==> config.mk <==
export PLATFORM = sky130hd
export DESIGN_NAME = master_irq_and_line_control
export DESIGN_NICKNAME = d
export VERILOG_FILES = /design/src/vector_encode.v /design/src/line_channel.v /design/src/master_irq_and_line_control.v
export VERILOG_INCLUDE_DIRS = /design/src
export SDC_FILE = /design/constraint.sdc
export NUM_CORES = 1
export LEC_CHECK = 0
export BUFFER_PORTS_ARGS = -buffer_cell sky130_fd_sc_hd__buf_2
export CAP_MARGIN = 20
export CORE_MARGIN = 3
export CORE_UTILIZATION = 53
export DETAILED_ROUTE_END_ITERATION = 6
export GPL_TIMING_DRIVEN = 0
export PLACE_DENSITY = 0.83
export SYNTH_ARGS = -nofsm -noshare
export SYNTH_HDL_FRONTEND = slang
export SYNTH_SLANG_ARGS = --single-unit
==> constraint.sdc <==
create_clock -name aclk -period 3.2 [get_ports aclk]
set_clock_uncertainty 0.1 [all_clocks]
set_input_delay 0.16 -clock aclk [delete_from_list [all_inputs] [get_ports aclk]]
set_output_delay 0.16 -clock aclk [all_outputs]
set_load 0.03 [all_outputs]
==> src/mic_defs.vh <==
// register map, fields, reset values and counts
// definitions only, included by every design file
`ifndef MIC_DEFS_VH
`define MIC_DEFS_VH
`define ADDR_MIC_A 8'h00
`define ADDR_LCM_A 8'h04
`define ADDR_CHC_A 8'h08
`define ADDR_VRB_A 8'h0C
`define ADDR_IRQ_STAT 8'h10
`define ADDR_CHAN_STAT 8'h14
`define ADDR_MISC 8'h18
`define ADDR_MIC_B 8'h20
`define ADDR_LCM_B 8'h24
`define ADDR_CHC_B 8'h28
`define ADDR_VRB_B 8'h2C
`define CMD_RST_B 2'b01
`define CMD_RST_A 2'b10
`define CMD_RST_FULL 2'b11
`define MIC_SOFT_ACK 5
`define MIC_STAT_HIGH 4
`define MIC_MASTER_EN 3
`define MIC_LOWER_OFF 2
`define MIC_NO_VEC 1
`define MIC_VEC_STAT 0
`define MIC_FORCE_KEEP 8'h1C
`define MIC_RESET 8'h00
`define LC_PRESET 7
`define LC_GOAP 4
`define LC_MARK 3
`define LC_ABORT 2
`define LC_LOOP 1
`define LC_RESET 8'h00
`define LC_CHAN_KEEP 8'h60
`define CHC_RESET 12'h0C0
`define CHC_RX_EN 4
`define CHC_TX_EN 5
`define CHC_AUTO_FLAG 10
`define MODE_ASYNC 2'b00
`define MODE_SDLC 2'b10
`define CRC_GOOD_RESIDUE 16'h1D0F
`define CRC_ALL_ONES 16'hFFFF
`define CRC_ALL_ZEROS 16'h0000
`define RESET_EXTRA_CLKS 3'h4
`define IRQ_CLR_SVC_BIT 8
`define VEC_IDLE_CODE 3'h3
`define VEC_BASE_RESET 8'h00
`define RESP_OKAY 2'b00
`define RESP_SLVERR 2'b10
`endif

==> src/vector_encode.v <==
// interrupt vector encoder: picks the highest pending source and
// inserts its code into the vector; purely combinational
`timescale 1ns/1ps
`include "mic_defs.vh"
module vector_encode (
  input wire [7:0] pending,
  input wire [7:0] base,
  input wire status_high,
  output reg [2:0] code,
  output reg [7:0] vector
);
  integer i;
  always @*
  begin
    code = `VEC_IDLE_CODE;
    for (i = 0; i < 8; i = i + 1)
      if (pending[i])
        code = i[2:0];
    vector = base;
    if (status_high)
    begin
      vector[4] = code[2];
      vector[5] = code[1];
      vector[6] = code[0];
    end
    else
    begin
      vector[3] = code[2];
      vector[2] = code[1];
      vector[1] = code[0];
    end
  end
endmodule

==> src/line_channel.v <==
// one channel's line control, loop sequencing, crc and underrun
// assumes one-cycle event pulses from the serial engine
`timescale 1ns/1ps
`include "mic_defs.vh"
module line_channel (
  input wire aclk,
  input wire hard_rst,
  input wire chan_rst,
  input wire lc_we,
  input wire chc_we,
  input wire [11:0] wdata,
  input wire end_of_poll,
  input wire flag_out,
  input wire byte_done,
  input wire underrun,
  input wire closing_done,
  input wire frame_end,
  input wire [15:0] crc_residue,
  output reg [7:0] line_control_misc,
  output reg [11:0] chan_control,
  output reg [15:0] crc_preset,
  output reg crc_invert,
  output reg crc_ok,
  output reg loop_gate,
  output reg loop_delay,
  output reg loop_tx_active,
  output reg mark_idle,
  output reg send_open_flag,
  output reg send_abort,
  output reg send_crc,
  output reg eom_event,
  output reg txe_event
);
  localparam LP_OFF = 2'd0;
  localparam LP_PASS = 2'd1;
  localparam LP_DELAY = 2'd2;
  localparam LP_ACTIVE = 2'd3;
  reg [1:0] loop_state;
  reg [1:0] next_loop_state;
  reg in_underrun;
  wire sdlc = chan_control[9:8] == `MODE_SDLC;
  wire loop_bit = line_control_misc[`LC_LOOP];
  wire loop_on = sdlc & loop_bit;
  wire goap = line_control_misc[`LC_GOAP] & loop_bit & (chan_control[9:8] != `MODE_ASYNC);
  wire abort_sel = line_control_misc[`LC_ABORT] & ~loop_on;
  always @*
  begin
    next_loop_state = loop_state;
    case (loop_state)
      LP_OFF:
        if (loop_on)
          next_loop_state = LP_PASS;
      LP_PASS:
        if (!loop_on)
          next_loop_state = LP_OFF;
        else if (end_of_poll && goap)
          next_loop_state = LP_ACTIVE;
      LP_DELAY:
        if (end_of_poll && !loop_bit)
          next_loop_state = LP_OFF;
        else if (end_of_poll && goap)
          next_loop_state = LP_ACTIVE;
      default:
        if (flag_out && !goap)
          next_loop_state = LP_DELAY;
    endcase
  end
  always @(posedge aclk)
  begin
    if (hard_rst)
    begin
      line_control_misc <= `LC_RESET;
      chan_control <= `CHC_RESET;
    end
    else if (chan_rst)
    begin
      line_control_misc <= line_control_misc & `LC_CHAN_KEEP;
      chan_control <= `CHC_RESET;
    end
    else
    begin
      if (lc_we)
        line_control_misc <= wdata[7:0];
      if (chc_we)
        chan_control <= wdata;
    end
  end
  always @(posedge aclk)
  begin
    if (hard_rst || chan_rst)
    begin
      loop_state <= LP_OFF;
      loop_gate <= 1'b0;
      loop_delay <= 1'b0;
      loop_tx_active <= 1'b0;
      crc_preset <= `CRC_ALL_ZEROS;
      crc_invert <= 1'b0;
      crc_ok <= 1'b0;
      mark_idle <= 1'b0;
      send_open_flag <= 1'b0;
      send_abort <= 1'b0;
      send_crc <= 1'b0;
      eom_event <= 1'b0;
      txe_event <= 1'b0;
      in_underrun <= 1'b0;
    end
    else
    begin
      loop_state <= next_loop_state;
      loop_gate <= next_loop_state == LP_PASS;
      loop_delay <= next_loop_state[1];
      loop_tx_active <= next_loop_state == LP_ACTIVE;
      if (chan_control[9:8] != `MODE_ASYNC && line_control_misc[`LC_PRESET])
        crc_preset <= `CRC_ALL_ONES;
      else
        crc_preset <= `CRC_ALL_ZEROS;
      crc_invert <= sdlc;
      if (frame_end && sdlc)
        crc_ok <= crc_residue == `CRC_GOOD_RESIDUE;
      send_open_flag <= sdlc & (~line_control_misc[`LC_MARK] | chan_control[`CHC_AUTO_FLAG]);
      send_abort <= underrun & sdlc & abort_sel;
      send_crc <= underrun & sdlc & ~abort_sel;
      eom_event <= underrun & sdlc;
      if (underrun && sdlc)
        in_underrun <= 1'b1;
      else if (closing_done && in_underrun)
        in_underrun <= 1'b0;
      txe_event <= closing_done & in_underrun;
      if (closing_done && in_underrun && abort_sel && line_control_misc[`LC_MARK])
        mark_idle <= 1'b1;
      else if (byte_done && !loop_on)
        mark_idle <= sdlc & line_control_misc[`LC_MARK];
    end
  end
endmodule

==> src/master_irq_and_line_control.v <==
// top: axi4-lite registers, reset commands, interrupt latches, chain
// assumes one clock and a synchronous active-low reset
//
// The AXI4-Lite register port and the placing of the registers were chosen for this implementation.
`timescale 1ns/1ps
`include "mic_defs.vh"
// Summary of operation
// - top two control bits: 00 none, 01 reset B, 10 reset A, 11 full reset
// - channel reset stops rx/tx, marks line, modem high, clears its interrupts
// - full reset equals hardware reset, keeps shift bit, loads written enable bits
// - one master register, written through either channel, interrupt bits hardware reset
// - soft acknowledge bit makes vector read act as an interrupt acknowledge
// - status position bit puts status at vector bits 6..4 or 1..3
// - codes 0-3 channel B, 4-7 channel A: tx empty, ext, rx, special
// - master enable off passes chain unless under service; no new service latch
// - lower chain disable forces chain enable output low; hardware reset clears it
// - suppress vector keeps bus lines undriven during acknowledge
// - vector carries status only when status bit set and suppress clear
// - crc preset ones or zeros, ignored in async, cleared by resets
// - sdlc inverts sent crc, checks residue against fixed pattern
// - two encoding bits pick NRZ, NRZI, FM1, FM0; hardware reset gives NRZ
// - loop mode first passes line through gates; on-loop after poll bit and end of poll
// - active on loop: poll bit checked per flag; clear returns to one-bit delay
// - poll bit ignored outside loop mode; host clears it before crc
// - sdlc idle is flags or ones, chosen per byte, ignored in loop mode
// - automatic opening flag sends flag even with mark idle
// - underrun sends abort and flag or crc; with mark idle then ones
// - underrun raises end-of-message at start, tx empty at end of closing
// - loop bit connects line through and starts searching for end of poll
module master_irq_and_line_control (
  input wire aclk,
  input wire aresetn,
  input wire [7:0] s_axi_awaddr,
  input wire s_axi_awvalid,
  output reg s_axi_awready,
  input wire [31:0] s_axi_wdata,
  input wire [3:0] s_axi_wstrb,
  input wire s_axi_wvalid,
  output reg s_axi_wready,
  output reg [1:0] s_axi_bresp,
  output reg s_axi_bvalid,
  input wire s_axi_bready,
  input wire [7:0] s_axi_araddr,
  input wire s_axi_arvalid,
  output reg s_axi_arready,
  output reg [31:0] s_axi_rdata,
  output reg [1:0] s_axi_rresp,
  output reg s_axi_rvalid,
  input wire s_axi_rready,
  input wire chain_enable_in,
  output reg chain_enable_out,
  input wire acknowledge_strobe,
  output reg int_n,
  output reg [7:0] muxed_bus_lines_out,
  output reg muxed_bus_lines_oe,
  input wire rx_avail_a,
  input wire rx_special_a,
  input wire end_of_poll_a,
  input wire flag_out_a,
  input wire byte_done_a,
  input wire underrun_a,
  input wire closing_done_a,
  input wire frame_end_a,
  input wire [15:0] crc_residue_a,
  input wire rx_avail_b,
  input wire rx_special_b,
  input wire end_of_poll_b,
  input wire flag_out_b,
  input wire byte_done_b,
  input wire underrun_b,
  input wire closing_done_b,
  input wire frame_end_b,
  input wire [15:0] crc_residue_b,
  output wire rx_enable_a,
  output wire tx_enable_a,
  output wire [1:0] modem_ctrl_a,
  output wire [1:0] encoding_a,
  output wire [15:0] crc_preset_a,
  output wire crc_invert_a,
  output wire crc_ok_a,
  output wire loop_gate_a,
  output wire loop_delay_a,
  output wire loop_tx_active_a,
  output wire mark_idle_a,
  output wire send_open_flag_a,
  output wire send_abort_a,
  output wire send_crc_a,
  output wire rx_enable_b,
  output wire tx_enable_b,
  output wire [1:0] modem_ctrl_b,
  output wire [1:0] encoding_b,
  output wire [15:0] crc_preset_b,
  output wire crc_invert_b,
  output wire crc_ok_b,
  output wire loop_gate_b,
  output wire loop_delay_b,
  output wire loop_tx_active_b,
  output wire mark_idle_b,
  output wire send_open_flag_b,
  output wire send_abort_b,
  output wire send_crc_b
);
  reg [7:0] master_interrupt_control, vector_base, pend, svc, aw_addr, ack_vector;
  reg shift_left, force_q, aw_full, w_full, ack_q, ack_owner;
  reg [2:0] rst_cnt_a, rst_cnt_b;
  reg [31:0] w_data, rd_data;
  reg [3:0] w_strb;
  reg mic_we, lc_we_a, lc_we_b, chc_we_a, chc_we_b, vb_we, stat_we, misc_we, wr_err, rd_err;
  wire [7:0] lc_a, lc_b, vec_mod;
  wire [11:0] chc_a, chc_b;
  wire eom_a, eom_b, txe_a, txe_b;
  wire [2:0] code;
  wire aw_hs = s_axi_awvalid & s_axi_awready;
  wire w_hs = s_axi_wvalid & s_axi_wready;
  wire ar_hs = s_axi_arvalid & s_axi_arready;
  wire [7:0] wa = aw_hs ? s_axi_awaddr : aw_addr;
  wire [31:0] wd = w_hs ? s_axi_wdata : w_data;
  wire [3:0] ws = w_hs ? s_axi_wstrb : w_strb;
  wire do_write = (aw_full | aw_hs) & (w_full | w_hs) & ~s_axi_bvalid;
  wire next_aw_full = ~do_write & (aw_full | aw_hs);
  wire next_w_full = ~do_write & (w_full | w_hs);
  wire next_bvalid = do_write | (s_axi_bvalid & ~s_axi_bready);
  wire next_rvalid = ar_hs | (s_axi_rvalid & ~s_axi_rready);
  wire [7:0] wm = ws[0] ? wd[7:0] : master_interrupt_control;
  wire hard_rst = ~aresetn | force_q;
  wire chan_rst_a = rst_cnt_a != 3'h0;
  wire chan_rst_b = rst_cnt_b != 3'h0;
  wire master_en = master_interrupt_control[`MIC_MASTER_EN];
  wire int_active = master_en & (|pend) & ~(|svc);
  wire [7:0] events = {rx_special_a, rx_avail_a, eom_a, txe_a,
    rx_special_b, rx_avail_b, eom_b, txe_b};
  wire [7:0] ev_enable = {chc_a[3:0], chc_b[3:0]};
  wire [7:0] chan_clear = {{4{chan_rst_a}}, {4{chan_rst_b}}};
  wire vrb_read = ar_hs & (s_axi_araddr == `ADDR_VRB_A || s_axi_araddr == `ADDR_VRB_B);
  wire soft_ack = vrb_read & master_interrupt_control[`MIC_SOFT_ACK] & int_active;
  wire hw_ack = acknowledge_strobe & ~ack_q & chain_enable_in & int_active;

  // write decode; a write is applied at the edge where do_write is high
  always @*
  begin
    mic_we = 1'b0;
    lc_we_a = 1'b0;
    lc_we_b = 1'b0;
    chc_we_a = 1'b0;
    chc_we_b = 1'b0;
    vb_we = 1'b0;
    stat_we = 1'b0;
    misc_we = 1'b0;
    wr_err = 1'b0;
    if (wa == `ADDR_MIC_A || wa == `ADDR_MIC_B)
      mic_we = do_write;
    else if (wa == `ADDR_LCM_A)
      lc_we_a = do_write;
    else if (wa == `ADDR_LCM_B)
      lc_we_b = do_write;
    else if (wa == `ADDR_CHC_A)
      chc_we_a = do_write;
    else if (wa == `ADDR_CHC_B)
      chc_we_b = do_write;
    else if (wa == `ADDR_VRB_A || wa == `ADDR_VRB_B)
      vb_we = do_write;
    else if (wa == `ADDR_IRQ_STAT)
      stat_we = do_write;
    else if (wa == `ADDR_MISC)
      misc_we = do_write;
    else
      wr_err = 1'b1;
  end

  always @*
  begin
    rd_data = 32'h00000000;
    rd_err = 1'b0;
    if (s_axi_araddr == `ADDR_MIC_A || s_axi_araddr == `ADDR_MIC_B)
      rd_data[7:0] = master_interrupt_control;
    else if (s_axi_araddr == `ADDR_LCM_A)
      rd_data[7:0] = lc_a;
    else if (s_axi_araddr == `ADDR_LCM_B)
      rd_data[7:0] = lc_b;
    else if (s_axi_araddr == `ADDR_CHC_A)
      rd_data[11:0] = chc_a;
    else if (s_axi_araddr == `ADDR_CHC_B)
      rd_data[11:0] = chc_b;
    else if (s_axi_araddr == `ADDR_VRB_A)
      rd_data[7:0] = vector_base;
    else if (s_axi_araddr == `ADDR_VRB_B)
      rd_data[7:0] = vec_mod;
    else if (s_axi_araddr == `ADDR_IRQ_STAT)
      rd_data[15:0] = {svc, pend};
    else if (s_axi_araddr == `ADDR_CHAN_STAT)
      rd_data[13:0] = {chan_rst_b, crc_ok_b, loop_tx_active_b, loop_delay_b,
        loop_gate_b, mark_idle_b, 1'b0, chan_rst_a, crc_ok_a, loop_tx_active_a,
        loop_delay_a, loop_gate_a, mark_idle_a, 1'b0};
    else if (s_axi_araddr == `ADDR_MISC)
      rd_data[0] = shift_left;
    else
      rd_err = 1'b1;
  end

  always @(posedge aclk)
  begin
    if (!aresetn)
    begin
      aw_full <= 1'b0;
      w_full <= 1'b0;
      aw_addr <= 8'h00;
      w_data <= 32'h00000000;
      w_strb <= 4'h0;
      s_axi_awready <= 1'b0;
      s_axi_wready <= 1'b0;
      s_axi_bvalid <= 1'b0;
      s_axi_bresp <= `RESP_OKAY;
      s_axi_arready <= 1'b0;
      s_axi_rvalid <= 1'b0;
      s_axi_rresp <= `RESP_OKAY;
      s_axi_rdata <= 32'h00000000;
    end
    else
    begin
      aw_full <= next_aw_full;
      w_full <= next_w_full;
      if (aw_hs)
        aw_addr <= s_axi_awaddr;
      if (w_hs)
      begin
        w_data <= s_axi_wdata;
        w_strb <= s_axi_wstrb;
      end
      s_axi_awready <= ~next_aw_full & ~next_bvalid;
      s_axi_wready <= ~next_w_full & ~next_bvalid;
      s_axi_bvalid <= next_bvalid;
      if (do_write)
        s_axi_bresp <= wr_err ? `RESP_SLVERR : `RESP_OKAY;
      s_axi_arready <= ~next_rvalid;
      s_axi_rvalid <= next_rvalid;
      if (ar_hs)
      begin
        s_axi_rdata <= rd_data;
        s_axi_rresp <= rd_err ? `RESP_SLVERR : `RESP_OKAY;
      end
    end
  end

  // reset commands; the master register itself clears only on aresetn
  always @(posedge aclk)
  begin
    if (!aresetn)
    begin
      master_interrupt_control <= `MIC_RESET;
      shift_left <= 1'b0;
      force_q <= 1'b0;
    end
    else
    begin
      force_q <= mic_we & (wm[7:6] == `CMD_RST_FULL);
      if (mic_we && wm[7:6] == `CMD_RST_FULL)
        master_interrupt_control <= wm[7:0] & `MIC_FORCE_KEEP;
      else if (mic_we)
        master_interrupt_control <= {2'b00, wm[5:0]};
      if (misc_we && ws[0])
        shift_left <= wd[0];
    end
  end

  always @(posedge aclk)
  begin
    if (hard_rst)
    begin
      rst_cnt_a <= 3'h0;
      rst_cnt_b <= 3'h0;
      vector_base <= `VEC_BASE_RESET;
    end
    else
    begin
      if (mic_we && wm[7:6] == `CMD_RST_A)
        rst_cnt_a <= `RESET_EXTRA_CLKS;
      else if (chan_rst_a)
        rst_cnt_a <= rst_cnt_a - 3'h1;
      if (mic_we && wm[7:6] == `CMD_RST_B)
        rst_cnt_b <= `RESET_EXTRA_CLKS;
      else if (chan_rst_b)
        rst_cnt_b <= rst_cnt_b - 3'h1;
      if (vb_we && ws[0])
        vector_base <= wd[7:0];
    end
  end

  // pending and under-service latches; a new event wins over a clear, but a channel reset wins over a new service latch
  always @(posedge aclk)
  begin
    if (hard_rst)
    begin
      pend <= 8'h00;
      svc <= 8'h00;
    end
    else
    begin
      pend <= (pend & ~chan_clear & ~(stat_we && ws[0] ? wd[7:0] : 8'h00))
        | (events & ev_enable);
      if (soft_ack || hw_ack)
        svc[code] <= 1'b1;
      else if (stat_we && ws[1] && wd[`IRQ_CLR_SVC_BIT] && (|svc))
        svc <= svc & (svc - 8'h01);
      if (chan_rst_a)
        svc[7:4] <= 4'h0;
      if (chan_rst_b)
        svc[3:0] <= 4'h0;
    end
  end

  // daisy chain, interrupt output and acknowledge vector drive
  always @(posedge aclk)
  begin
    if (hard_rst)
    begin
      ack_q <= 1'b0;
      ack_owner <= 1'b0;
      ack_vector <= 8'h00;
      int_n <= 1'b1;
      chain_enable_out <= 1'b0;
      muxed_bus_lines_out <= 8'h00;
      muxed_bus_lines_oe <= 1'b0;
    end
    else
    begin
      ack_q <= acknowledge_strobe;
      if (acknowledge_strobe && !ack_q)
        ack_owner <= chain_enable_in & int_active;
      else if (!acknowledge_strobe)
        ack_owner <= 1'b0;
      if (acknowledge_strobe && !ack_q)
        ack_vector <= master_interrupt_control[`MIC_VEC_STAT] ? vec_mod : vector_base;
      int_n <= ~int_active | soft_ack | hw_ack;
      if (master_interrupt_control[`MIC_LOWER_OFF])
        chain_enable_out <= 1'b0;
      else if ((|svc) || soft_ack || hw_ack)
        chain_enable_out <= 1'b0;
      else if (master_en && (|pend))
        chain_enable_out <= 1'b0;
      else
        chain_enable_out <= chain_enable_in;
      muxed_bus_lines_out <= ack_vector;
      muxed_bus_lines_oe <= ack_owner & acknowledge_strobe
        & ~master_interrupt_control[`MIC_NO_VEC];
    end
  end

  assign rx_enable_a = chc_a[`CHC_RX_EN];
  assign tx_enable_a = chc_a[`CHC_TX_EN];
  assign modem_ctrl_a = chc_a[7:6];
  assign encoding_a = lc_a[6:5];
  assign rx_enable_b = chc_b[`CHC_RX_EN];
  assign tx_enable_b = chc_b[`CHC_TX_EN];
  assign modem_ctrl_b = chc_b[7:6];
  assign encoding_b = lc_b[6:5];

  vector_encode u_vec (
    .pending(pend), .base(vector_base),
    .status_high(master_interrupt_control[`MIC_STAT_HIGH]),
    .code(code), .vector(vec_mod)
  );

  line_channel u_chan_a (
    .aclk(aclk), .hard_rst(hard_rst), .chan_rst(chan_rst_a),
    .lc_we(lc_we_a & ws[0]), .chc_we(chc_we_a & ws[0] & ws[1]), .wdata(wd[11:0]),
    .end_of_poll(end_of_poll_a), .flag_out(flag_out_a), .byte_done(byte_done_a),
    .underrun(underrun_a), .closing_done(closing_done_a),
    .frame_end(frame_end_a), .crc_residue(crc_residue_a),
    .line_control_misc(lc_a), .chan_control(chc_a),
    .crc_preset(crc_preset_a), .crc_invert(crc_invert_a), .crc_ok(crc_ok_a),
    .loop_gate(loop_gate_a), .loop_delay(loop_delay_a),
    .loop_tx_active(loop_tx_active_a), .mark_idle(mark_idle_a),
    .send_open_flag(send_open_flag_a), .send_abort(send_abort_a),
    .send_crc(send_crc_a), .eom_event(eom_a), .txe_event(txe_a)
  );

  line_channel u_chan_b (
    .aclk(aclk), .hard_rst(hard_rst), .chan_rst(chan_rst_b),
    .lc_we(lc_we_b & ws[0]), .chc_we(chc_we_b & ws[0] & ws[1]), .wdata(wd[11:0]),
    .end_of_poll(end_of_poll_b), .flag_out(flag_out_b), .byte_done(byte_done_b),
    .underrun(underrun_b), .closing_done(closing_done_b),
    .frame_end(frame_end_b), .crc_residue(crc_residue_b),
    .line_control_misc(lc_b), .chan_control(chc_b),
    .crc_preset(crc_preset_b), .crc_invert(crc_invert_b), .crc_ok(crc_ok_b),
    .loop_gate(loop_gate_b), .loop_delay(loop_delay_b),
    .loop_tx_active(loop_tx_active_b), .mark_idle(mark_idle_b),
    .send_open_flag(send_open_flag_b), .send_abort(send_abort_b),
    .send_crc(send_crc_b), .eom_event(eom_b), .txe_event(txe_b)
  );
endmodule

## Word-level counts from Yosys, hierarchy flattened

Index checks and enable logic that the tools add are counted.

- Register bits after elaboration: 208
- Bits in latches: 0
- Bits in writable memories: 0
- Bits in read-only memories: 0
- Input port bits: 109
- Output and inout port bits: 114
- Memories: 0

- Add/subtract/negate cells: 3
- Multipliers: 0
- Div/mod/pow operators: 0
- Order comparisons: 2
- Eq/ne operators: 35
- Shifts and indexed selects: 0
- Mux-type cells: 125
- Bitwise operators: 87
- Reductions and logical operators: 75

Operators by type and width:

| cell | count |
|---|---|
| $mux W8 | 15 |
| $mux W1 | 67 |
| $eq A8 B6 Y1 const B | 8 |
| $and A1 B1 Y1 | 49 |
| $eq A8 B5 Y1 const B | 5 |
| $mux W12 | 3 |
| $mux W2 | 18 |
| $and A8 B8 Y8 | 4 |
| $eq A16 B13 Y1 const B | 2 |
| $eq A8 B4 Y1 const B | 4 |
| $logic_and A1 B1 Y1 | 32 |
| $mux W16 | 2 |
| $mux W3 | 10 |
| $not A1 Y1 | 21 |
| $reduce_bool A2 Y1 | 10 |
| $eq A2 B2 Y1 const B | 8 |
| $eq A8 B3 Y1 const B | 2 |
| $logic_not A8 Y1 | 2 |
| $not A8 Y8 | 2 |
| $or A8 B8 Y8 | 2 |
| $reduce_or A8 Y1 | 2 |
| $mux W14 | 1 |
| $mux W13 | 1 |
| $pmux W2 S3 | 2 |
| 18 further kinds | 55 |

## Longest topological paths before layout

Gate-level depths: netlist of run 1.

- Depth in word-level cells: 16
- Gate-level depth with buffers: 10
- Gate-level depth less buffers: 8

## Hierarchy

A second synthesis of run 1 with hierarchy kept.

- Cells, all modules: 958
- Area, all modules: 8394.3 sq um

Modules (own cells, without submodules):

| module | times used | cells an instance | area an instance (sq um) | seq. area each (sq um) |
|---|---|---|---|---|
| master_irq_and_line_control | 1 | 649 | 5420.2 | 2122.0 |
| line_channel | 2 | 141 | 1396.3 | 680.7 |
| vector_encode | 1 | 27 | 181.4 | 0.0 |

## Least setup slack after synthesis of run 1

No wires, ideal clock.

- Path type: flip-flop to flip-flop
- Start: register s_axi_awready
- End: register vector_base[7]
- Library setup time: 0.140 ns
- Arrival: 2.273 ns
- Required time: 2.960 ns
- Setup slack: 0.687 ns
- Cell stages (with the launch flop): 7
- Path buffers: 1
- Period minus slack after synthesis: 2.513 ns
- Cell sequence: dfxtp_1 -> and2_1 -> clkbuf_1 -> mux2_2 -> or4_1 -> nor2_1 -> a211oi_1

- Word-level cells in the longest chain between the ends: 11

RTL lines:

| what | line | text |
|---|---|---|
| from (decl) | master_irq_and_line_control.v:35 | `output reg s_axi_awready,` |
| from (signal assigned) | master_irq_and_line_control.v:229 | `s_axi_awready <= ~next_aw_full & ~next_bvalid;` |
| $and A1 B1 Y1 * | master_irq_and_line_control.v:113 | `wire aw_hs = s_axi_awvalid & s_axi_awready;` |
| $mux W8 / $or A1 B1 Y1 (equally long branches) | -- |  |
| $eq A8 B4 Y1 (no line), or another cell as far along | -- |  |
| $logic_or A1 B1 Y1 (no line) / $and A1 B1 Y1 (equally long branches) | -- |  |
| $mux W1 | master_irq_and_line_control.v:160 | `` else if (wa == `ADDR_VRB_A \|\| wa == `ADDR_VRB_B) `` |
| $mux W1 | master_irq_and_line_control.v:158 | `` else if (wa == `ADDR_CHC_B) `` |
| $mux W1 | master_irq_and_line_control.v:156 | `` else if (wa == `ADDR_CHC_A) `` |
| $mux W1 | master_irq_and_line_control.v:154 | `` else if (wa == `ADDR_LCM_B) `` |
| $mux W1 | master_irq_and_line_control.v:152 | `` else if (wa == `ADDR_LCM_A) `` |
| $mux W1 * | master_irq_and_line_control.v:150 | `` if (wa == `ADDR_MIC_A \|\| wa == `ADDR_MIC_B) `` |
| $logic_and A1 B1 Y1 * | master_irq_and_line_control.v:283 | `if (vb_we && ws[0])` |
| to (signal assigned) | master_irq_and_line_control.v:271 | `` vector_base <= `VEC_BASE_RESET; `` |
| to (signal assigned) | master_irq_and_line_control.v:284 | `vector_base <= wd[7:0];` |
| to (decl) | master_irq_and_line_control.v:103 | `reg [7:0] master_interrupt_control, vector_base, pend, svc, aw_addr, ack_vector;` |

Mark *: on every way between the ends. The rest lies on a longest branch, timed or not.
A chain may end at the register's enable or synchronous reset.

## Worst setup path after layout of run 1

- Start: input s_axi_wvalid
- End: register rst_cnt_b[0]

- Word-level cells in the longest chain between the ends: 7

RTL lines:

| what | line | text |
|---|---|---|
| from (decl) | master_irq_and_line_control.v:38 | `input wire s_axi_wvalid,` |
| $and A1 B1 Y1 * | master_irq_and_line_control.v:114 | `wire w_hs = s_axi_wvalid & s_axi_wready;` |
| $or A1 B1 Y1 | master_irq_and_line_control.v:119 | `wire do_write = (aw_full \| aw_hs) & (w_full \| w_hs) & ~s_axi_bvalid;` |
| $and A1 B1 Y1 (2 in series) | master_irq_and_line_control.v:119 |  |
| $mux W1 | master_irq_and_line_control.v:150 |  |
| $logic_and A1 B1 Y1 (no line) * | -- |  |
| $reduce_or A2 Y1 (no line) * | -- |  |
| to (signal assigned) | master_irq_and_line_control.v:280 | `` rst_cnt_b <= `RESET_EXTRA_CLKS; `` |
| to (signal assigned) | master_irq_and_line_control.v:282 | `rst_cnt_b <= rst_cnt_b - 3'h1;` |
| to (decl) | master_irq_and_line_control.v:105 | `reg [2:0] rst_cnt_a, rst_cnt_b;` |

Marked as above.

==> results by group, run 1 <==
Run status
  – Outcome: completed

Die
  – Core Footprint: 15400 um^2
  – Initial Util: 55.1%
  – Die W: 133 um
  – Die Area: 17600 um^2
  – Io pins: 223
  – Die boundary height: 133 um
  – Core Rows: 45

GRT
  – Largest net degree at the start of global routing: 17
  – Total congestion overflow: 0
  – First-pass GRT wire length: 45500 um
  – Total GRT Usage: 33.1%
  – Initial antenna violation count: 0
  – Vias in the first global route: 8029

Place
  – Placed Area: 9750 um^2
  – RePlAce Congestion: 1.01
  – HPWL after DPL: 22600 um
  – Dpl ws: 0.369 ns
  – IO Port Bufs: 180

Timing
  – Max Clock Freq: 338 MHz
  – Final setup fails: 0
  – RSZ-0062 raised after global routing: false
  – Final worst slack: 0.239 ns
  – Slew @ Worst Pin: 1.12 ns
  – Headroom to the max-slew limit: 24.1%
  – Final Cycle Share: 92.5%
  – Setup TNS: 0 ns
  – Hold Vio Cnt, Final: 0
  – Slew Viols, Final: 0
  – Min cycle time layout: 2.96 ns

Logic synthesis
  – Ys flop type: dfxtp_1
  – Yosys cell types: 69
  – Synth area leader: dfxtp_1
  – Most common cell in the netlist: dfxtp_1
  – EDFF count, synth: 0
  – Synth warn: 0
  – Post-synth top cells: dfxtp_1 (174), nand2_1 (116), a21oi_1 (76), nor2_1 (75), mux2i_1 (60)
  – Main area contributors after synthesis: dfxtp_1 (41%), mux2i_1 (7.1%), nand2_1 (5.1%), buf_4 (4.9%), a21oi_1 (4.5%)
  – Register area share after synthesis: 41.0%
  – #FFs+latches synth: 174
  – Post-Syn Area per Cell: 8.58 um^2
  – Share of the synthesized area in the top cell type: 41.0%
  – Synth Instances: 991
  – Async set-or-reset flop fraction in the synthesized netlist: 0%
  – Mapped cell area: 8500 um^2

Route
  – TritonRoute pass-1 iters: 7
  – Drt via density: 6.01
  – DRC Markers: 0
  – Via count: 8760
  – Post-route ant nets: 0
  – DR WL/cell: 20.9 um
  – DRT iter0 DRCs: 1193
  – Drt total wl: 30400 um

Critical path
  – Nature of the critical path startpoint: input port
  – Crit Path Category: input port to flop
  – Worst path top cell family by delay: buffers and inverters
  – Crit-path cells: dlygate4sd3_1, buf_2, nand2_1, buf_1, mux2i_1, nand4_1, and3_1
  – CP Max Fanout: 10
  – Bufs and invs on worst path: 3
  – CP endpoint kind: flop
  – Crit-path slowest cell: mux2i_1
  – CP max stage delay: 0.94 ns
  – Crit path DAT: 3.19 ns
  – Levels on crit path: 7
  – Worst R2R Path Depth: 9
  – Required time worst endpoint: 3.43 ns

Pwr
  – Design Power: 5160 uW
  – Pleak: 0.00456 uW
  – Pwr Density: 489 nW/um^2
  – Max IR drop VDD: 0.432 mV

CTS
  – Clock transition at path regs: 0.06 ns
  – CTS tree: done
  – Root buffer cell: clkbuf_16
  – CTS sink count: 174
  – Resized cells post-CTS: 0
  – Max Buffers Root-to-Sink: 2
  – Maximum level of the CTS H-tree: 4
  – Clk_lat worst skew: 0.44 ns
  – CTS buffer count: 17
  – Post-CTS Setup Repair Bufs: 0

Finish
  – Final core utilization: 68.4%
  – Antenna Cells: 0
  – Layout area overhead: 24.1%
  – Cell area after layout: 10600 um^2
  – Layout fillers: 1300
  – Final net count: 1349
  – Share of cells above drive strength 1: 25.4%

Flow run
  – Max cap viols: 0

Min path
  – Hold Path Cell Cnt: 3
  – Tightest Hold Check Type: input port to flop
==> area by class of cell <==
cell class              count  area, um^2  area share [%]
plain buffers             107         627            5.94
clock buffers              19         443            4.20
clock inverters            12         111            1.05
inverters                  28         105           0.996
multi-input cells         698        4350            41.2
flip-flops and latches    174        3480            33.0
well taps                 211         264            2.50
repair buffers            208        1170            11.1
==> flip-flops by register name, summed over array words and instances (netlist names), 2 cells and up <==
| signal | cells |
|---|---|
| s_axi_rdata | 16 |
| u_chan_a.chan_control | 12 |
| u_chan_b.chan_control | 12 |
| w_data | 12 |
| ack_vector | 8 |
| aw_addr | 8 |
| muxed_bus_lines_out | 8 |
| pend | 8 |
| svc | 8 |
| u_chan_a.line_control_misc | 8 |
| u_chan_b.line_control_misc | 8 |
| vector_base | 8 |
| master_interrupt_control | 6 |
| rst_cnt_a | 3 |
| rst_cnt_b | 3 |
| u_chan_a.loop_state | 2 |
| u_chan_b.loop_state | 2 |
| w_strb | 2 |
==> placed cells by master (no fill, tap or decap), types with 10 or more instances in the layout <==
| cell type | netlist | final |
|---|---|---|
| clkbuf_16 | 0 | 17 |
| a211oi_1 | 27 | 27 |
| clkbuf_1 | 36 | 36 |
| inv_1 | 26 | 26 |
| conb_1 | 1 | 18 |
| o22ai_1 | 10 | 10 |
| o21ai_0 | 29 | 29 |
| nor2_1 | 75 | 75 |
| dlygate4sd3_1 | 0 | 25 |
| nor3_1 | 24 | 24 |
| nor2b_1 | 13 | 13 |
| nand2_1 | 116 | 116 |
| a21oi_1 | 76 | 76 |
| o211ai_1 | 11 | 11 |
| dfxtp_1 | 174 | 174 |
| and3_1 | 12 | 12 |
| nand3_1 | 24 | 24 |
| buf_4 | 56 | 59 |
| mux2_2 | 18 | 18 |
| and2_1 | 23 | 23 |
| a31oi_1 | 10 | 10 |
| o311ai_0 | 14 | 14 |
| mux2i_1 | 60 | 60 |
| nand2b_1 | 12 | 12 |
| buf_2 | 6 | 186 |
==> through the flow <==
stage	hold WS (ns)	cells
detailed placement	0.307	1401
CTS	0.00843	1457
floorplan	0.189	1008
global placement	0.303	1399
global route	0.0292	1457
finish	0.00529	1457
==> report_power, final <==
group / internal [uW] / switching [uW] / leakage, uW / total, uW
logic: 282 / 639 / 0.00289 / 921
clock network: 1090 / 906 / 0.000271 / 2000
registers: 2210 / 29.2 / 0.00141 / 2240
total: 3590 / 1570 / 0.00456 / 5160
==> cells by family after synthesis <==
kind of cell,share of synthesized area [%]
AOI/OAI and AO/OA,18.6
xor gates and xnor gates,0.206
adders and majority gates,0.883
buffers and inverters,8.65
DFF,41.0
muxes,9.45
other,0.0441
and+or+nand+nor,21.2
==> metal layers <==
metal / track usage (%) / up-vias / wire (um)
met4: 11.0 / 0 / 1110
met2: 51.6 / 638 / 13400
met1: 43.4 / 4036 / 12000
li1: - / 3993 / -
met3: 11.1 / 93 / 3940
met5: 0 / - / 0
==> worst min-delay path: cells and delay by family <==
| family | cells | cell delay (ns) |
|---|---|---|
| buf+inv | 1 | 0.07 |
| compound gates | 1 | 0.08 |
| simple gates | 1 | 0.17 |
==> final timing paths <==
kind                      from                        to  slack, ns
setup / recovery  s_axi_wvalid              rst_cnt_b[0]       0.24
hold / removal    s_axi_rready              s_axi_rvalid      0.005
setup reg to reg  rst_cnt_a[0]  u_chan_a.chan_control[4]       0.27
hold reg to reg        aw_full             s_axi_awready       0.33
==> repair_timing <==
item                       CTS  global route
hold endpoints to repair    31             0
hold buffers                25             0
setup endpoints to repair    0             1
Power figures use the tool's default switching activity.
==> run 2, diff against run 1 <==
--- a/config.mk
+++ b/config.mk
@@ -9,10 +9,10 @@
 export BUFFER_PORTS_ARGS = -buffer_cell sky130_fd_sc_hd__buf_2
 export CAP_MARGIN = 20
 export CORE_MARGIN = 3
-export CORE_UTILIZATION = 53
+export CORE_UTILIZATION = 48
 export DETAILED_ROUTE_END_ITERATION = 6
 export GPL_TIMING_DRIVEN = 0
-export PLACE_DENSITY = 0.83
+export PLACE_DENSITY = 0.8
 export SYNTH_ARGS = -nofsm -noshare
 export SYNTH_HDL_FRONTEND = slang
 export SYNTH_SLANG_ARGS = --single-unit
==> constraint.sdc (replaced) <==
create_clock -name aclk -period 2.5 [get_ports aclk]
set_clock_uncertainty 0.1 [all_clocks]
set_input_delay 0.125 -clock aclk [delete_from_list [all_inputs] [get_ports aclk]]
set_output_delay 0.125 -clock aclk [all_outputs]
set_load 0.03 [all_outputs]
==> results by group, run 2 (synthesis gave the netlist of run 1 again) <==
Critical path
  – CP endpoint kind: flop
  – Nature of the critical path startpoint: input port
  – Crit path DAT: 2.74 ns
  – Critical path launch point: s_axi_awaddr[1]
  – R2r setup slk: -0.02 ns
  – R2r startpoint: s_axi_awready
  – CP Max Fanout: 10
  – Required time worst endpoint: 2.68 ns
  – Crit Path Category: input port to flop

Run status
  – Failing checks: DRC, setup timing
  – Outcome: finished with violations

Die
  – Die boundary height: 139 um
  – Core Rows: 48
  – Core Footprint: 17300 um^2
  – Die Area: 19400 um^2
  – Initial Util: 49.2%
  – Io pins: 223
  – Die W: 139 um

CTS
  – Maximum level of the CTS H-tree: 4
  – Max Buffers Root-to-Sink: 2
  – CTS buffer count: 17
  – Clk_lat worst skew: 0.44 ns
  – CTS sink count: 174
  – Clock transition at path regs: 0.07 ns
  – Root buffer cell: clkbuf_16
  – CTS tree: done

Pwr
  – Design Power: 6950 uW
  – Pwr Density: 635 nW/um^2
  – Seq pwr share: 41.4%
  – Pint: 4900 uW
  – Clk network pwr share: 40.5%
  – Net Sw Frac: 29.5%
  – Gate power share: 18.1%
  – Max IR drop VDD: 0.498 mV
  – Psw: 2050 uW
  – Pleak: 0.00468 uW

Min path
  – Worst hold start: s_axi_wstrb[0]
  – Tightest Hold Check Type: input port to flop

Timing
  – Slew @ Worst Pin: 1.16 ns
  – Hold Vio Cnt, Final: 0
  – Headroom to the max-slew limit: 21.7%
  – Min cycle time layout: 2.56 ns
  – Setup TNS: -0.310 ns
  – Slew Viols, Final: 0
  – Final Cycle Share: 102%
  – Max Clock Freq: 391 MHz
  – Final setup fails: 8
  – Final worst slack: -0.0563 ns

Route
  – Via count: 8879
  – DRT iter0 DRCs: 987
  – DRC Markers: 1
  – TritonRoute pass-1 iters: 7
  – DR WL/cell: 21.2 um
  – Drt total wl: 31500 um
  – Post-route ant nets: 0
  – Drt via density: 5.98

GRT
  – Initial antenna violation count: 0
  – Total congestion overflow: 0
  – Vias in the first global route: 8149
  – Total GRT Usage: 31.3%
  – Largest net degree at the start of global routing: 17
  – First-pass GRT wire length: 47000 um

Place
  – RePlAce Congestion: 0.992
  – IO Port Bufs: 180
  – HPWL after DPL: 23000 um
  – Inst Count DP: 1415

Finish
  – Fin cells: 1485
  – Layout area overhead: 28.7%
  – Antenna Cells: 0
  – Largest register FFs: 16
  – Commonest cells after routing, fill and taps aside: buf_2 (186), dfxtp_1 (174), nand2_1 (116), a21oi_1 (76), nor2_1 (72)
  – Final net count: 1362
  – Commonest non-fill, non-tap cell in the layout: buf_2
  – Top reg by flops: s_axi_rdata
  – Share of cells above drive strength 1: 28.2%
  – Layout fillers: 1493

Flow run
  – Max cap viols: 0
-- run 2: cell count changes in the layout (fill, tap and decap cells not counted), moves of 3 or more --
cell | previous run | this run
mux2i_4 | 0 | 3
clkbuf_2 | 0 | 7
clkbuf_1 | 36 | 26
mux2i_1 | 60 | 53
nor4_4 | 0 | 3
nor3_1 | 24 | 20
mux2i_2 | 0 | 4
dlygate4sd3_1 | 25 | 31
nor2_1 | 75 | 72
buf_4 | 59 | 67
nor3_2 | 0 | 4
-- run 2: final timing paths --
path | cells past startpoint | end
setup / recovery | 8 | u_chan_b.line_control_misc[5]
hold / removal | 4 | w_strb[0]
setup reg to reg | 7 | u_chan_b.line_control_misc[5]
hold reg to reg | 1 | s_axi_awready
-- run 2: power groups by stage --
stage,Clock [uW],Sequential (uW),Combinational (uW)
floorplan,0,2950,704
global placement,0,2930,1110
finish,2820,2880,1260
detailed placement,0,2940,1130
global route,2940,2880,1340
CTS,2830,2870,1200
-- run 2: layout make-up --
class                      count  area (um^2)  share of cell area, %
multi-input combinational    698         4510                   41.2
sequential                   174         3480                   31.8
timing repair buffer         224         1300                   11.9
buffer                       104          636                   5.81
clock buffer                  20          467                   4.27
tap                          225          282                   2.57
clock inverter                12          158                   1.44
inverter                      28          105                  0.961
-- run 2: metrics by stage --
step                      worst slack, ns  utilization, %  hold slack, ns  area, um^2
after floorplan                    0.0215               -           0.154        8570
final                             -0.0563            63.3          0.0151       10900
after global placement             -0.453            56.4           0.269        9750
after global routing              -0.0624            63.3          0.0351       10900
after CTS                         0.00567            62.2         0.00394       10800
after detailed placement           -0.438            56.5           0.265        9770
-- run 2: routing by layer --
metal  GRT usage, %  routed length, um  vias up
li1               -                  -     4023
met1           41.0              12300     4169
met2           47.6              13900      566
met3           9.21               3690      121
met4           14.5               1600        0
met5              0                  0        -
-- run 2: worst max-delay path: stages --
cell and delay, ns:
dlygate4sd3_1 0.55, buf_2 0.14, or4_4 0.56, nor3_2 0.31
o211ai_2 0.31, nor3_2 0.33, buf_2 0.28, a311oi_1 0.12
-- run 2: repair_timing --
action | 4_1_cts | 5_1_grt
setup buffers | 0 | 9
endpoints found under the setup margin | 66 | 67
hold endpoints to repair | 39 | 1
gates resized for setup | 20 | 23
hold buffers | 30 | 1
pin swaps | 1 | 6
gates cloned | 0 | 0
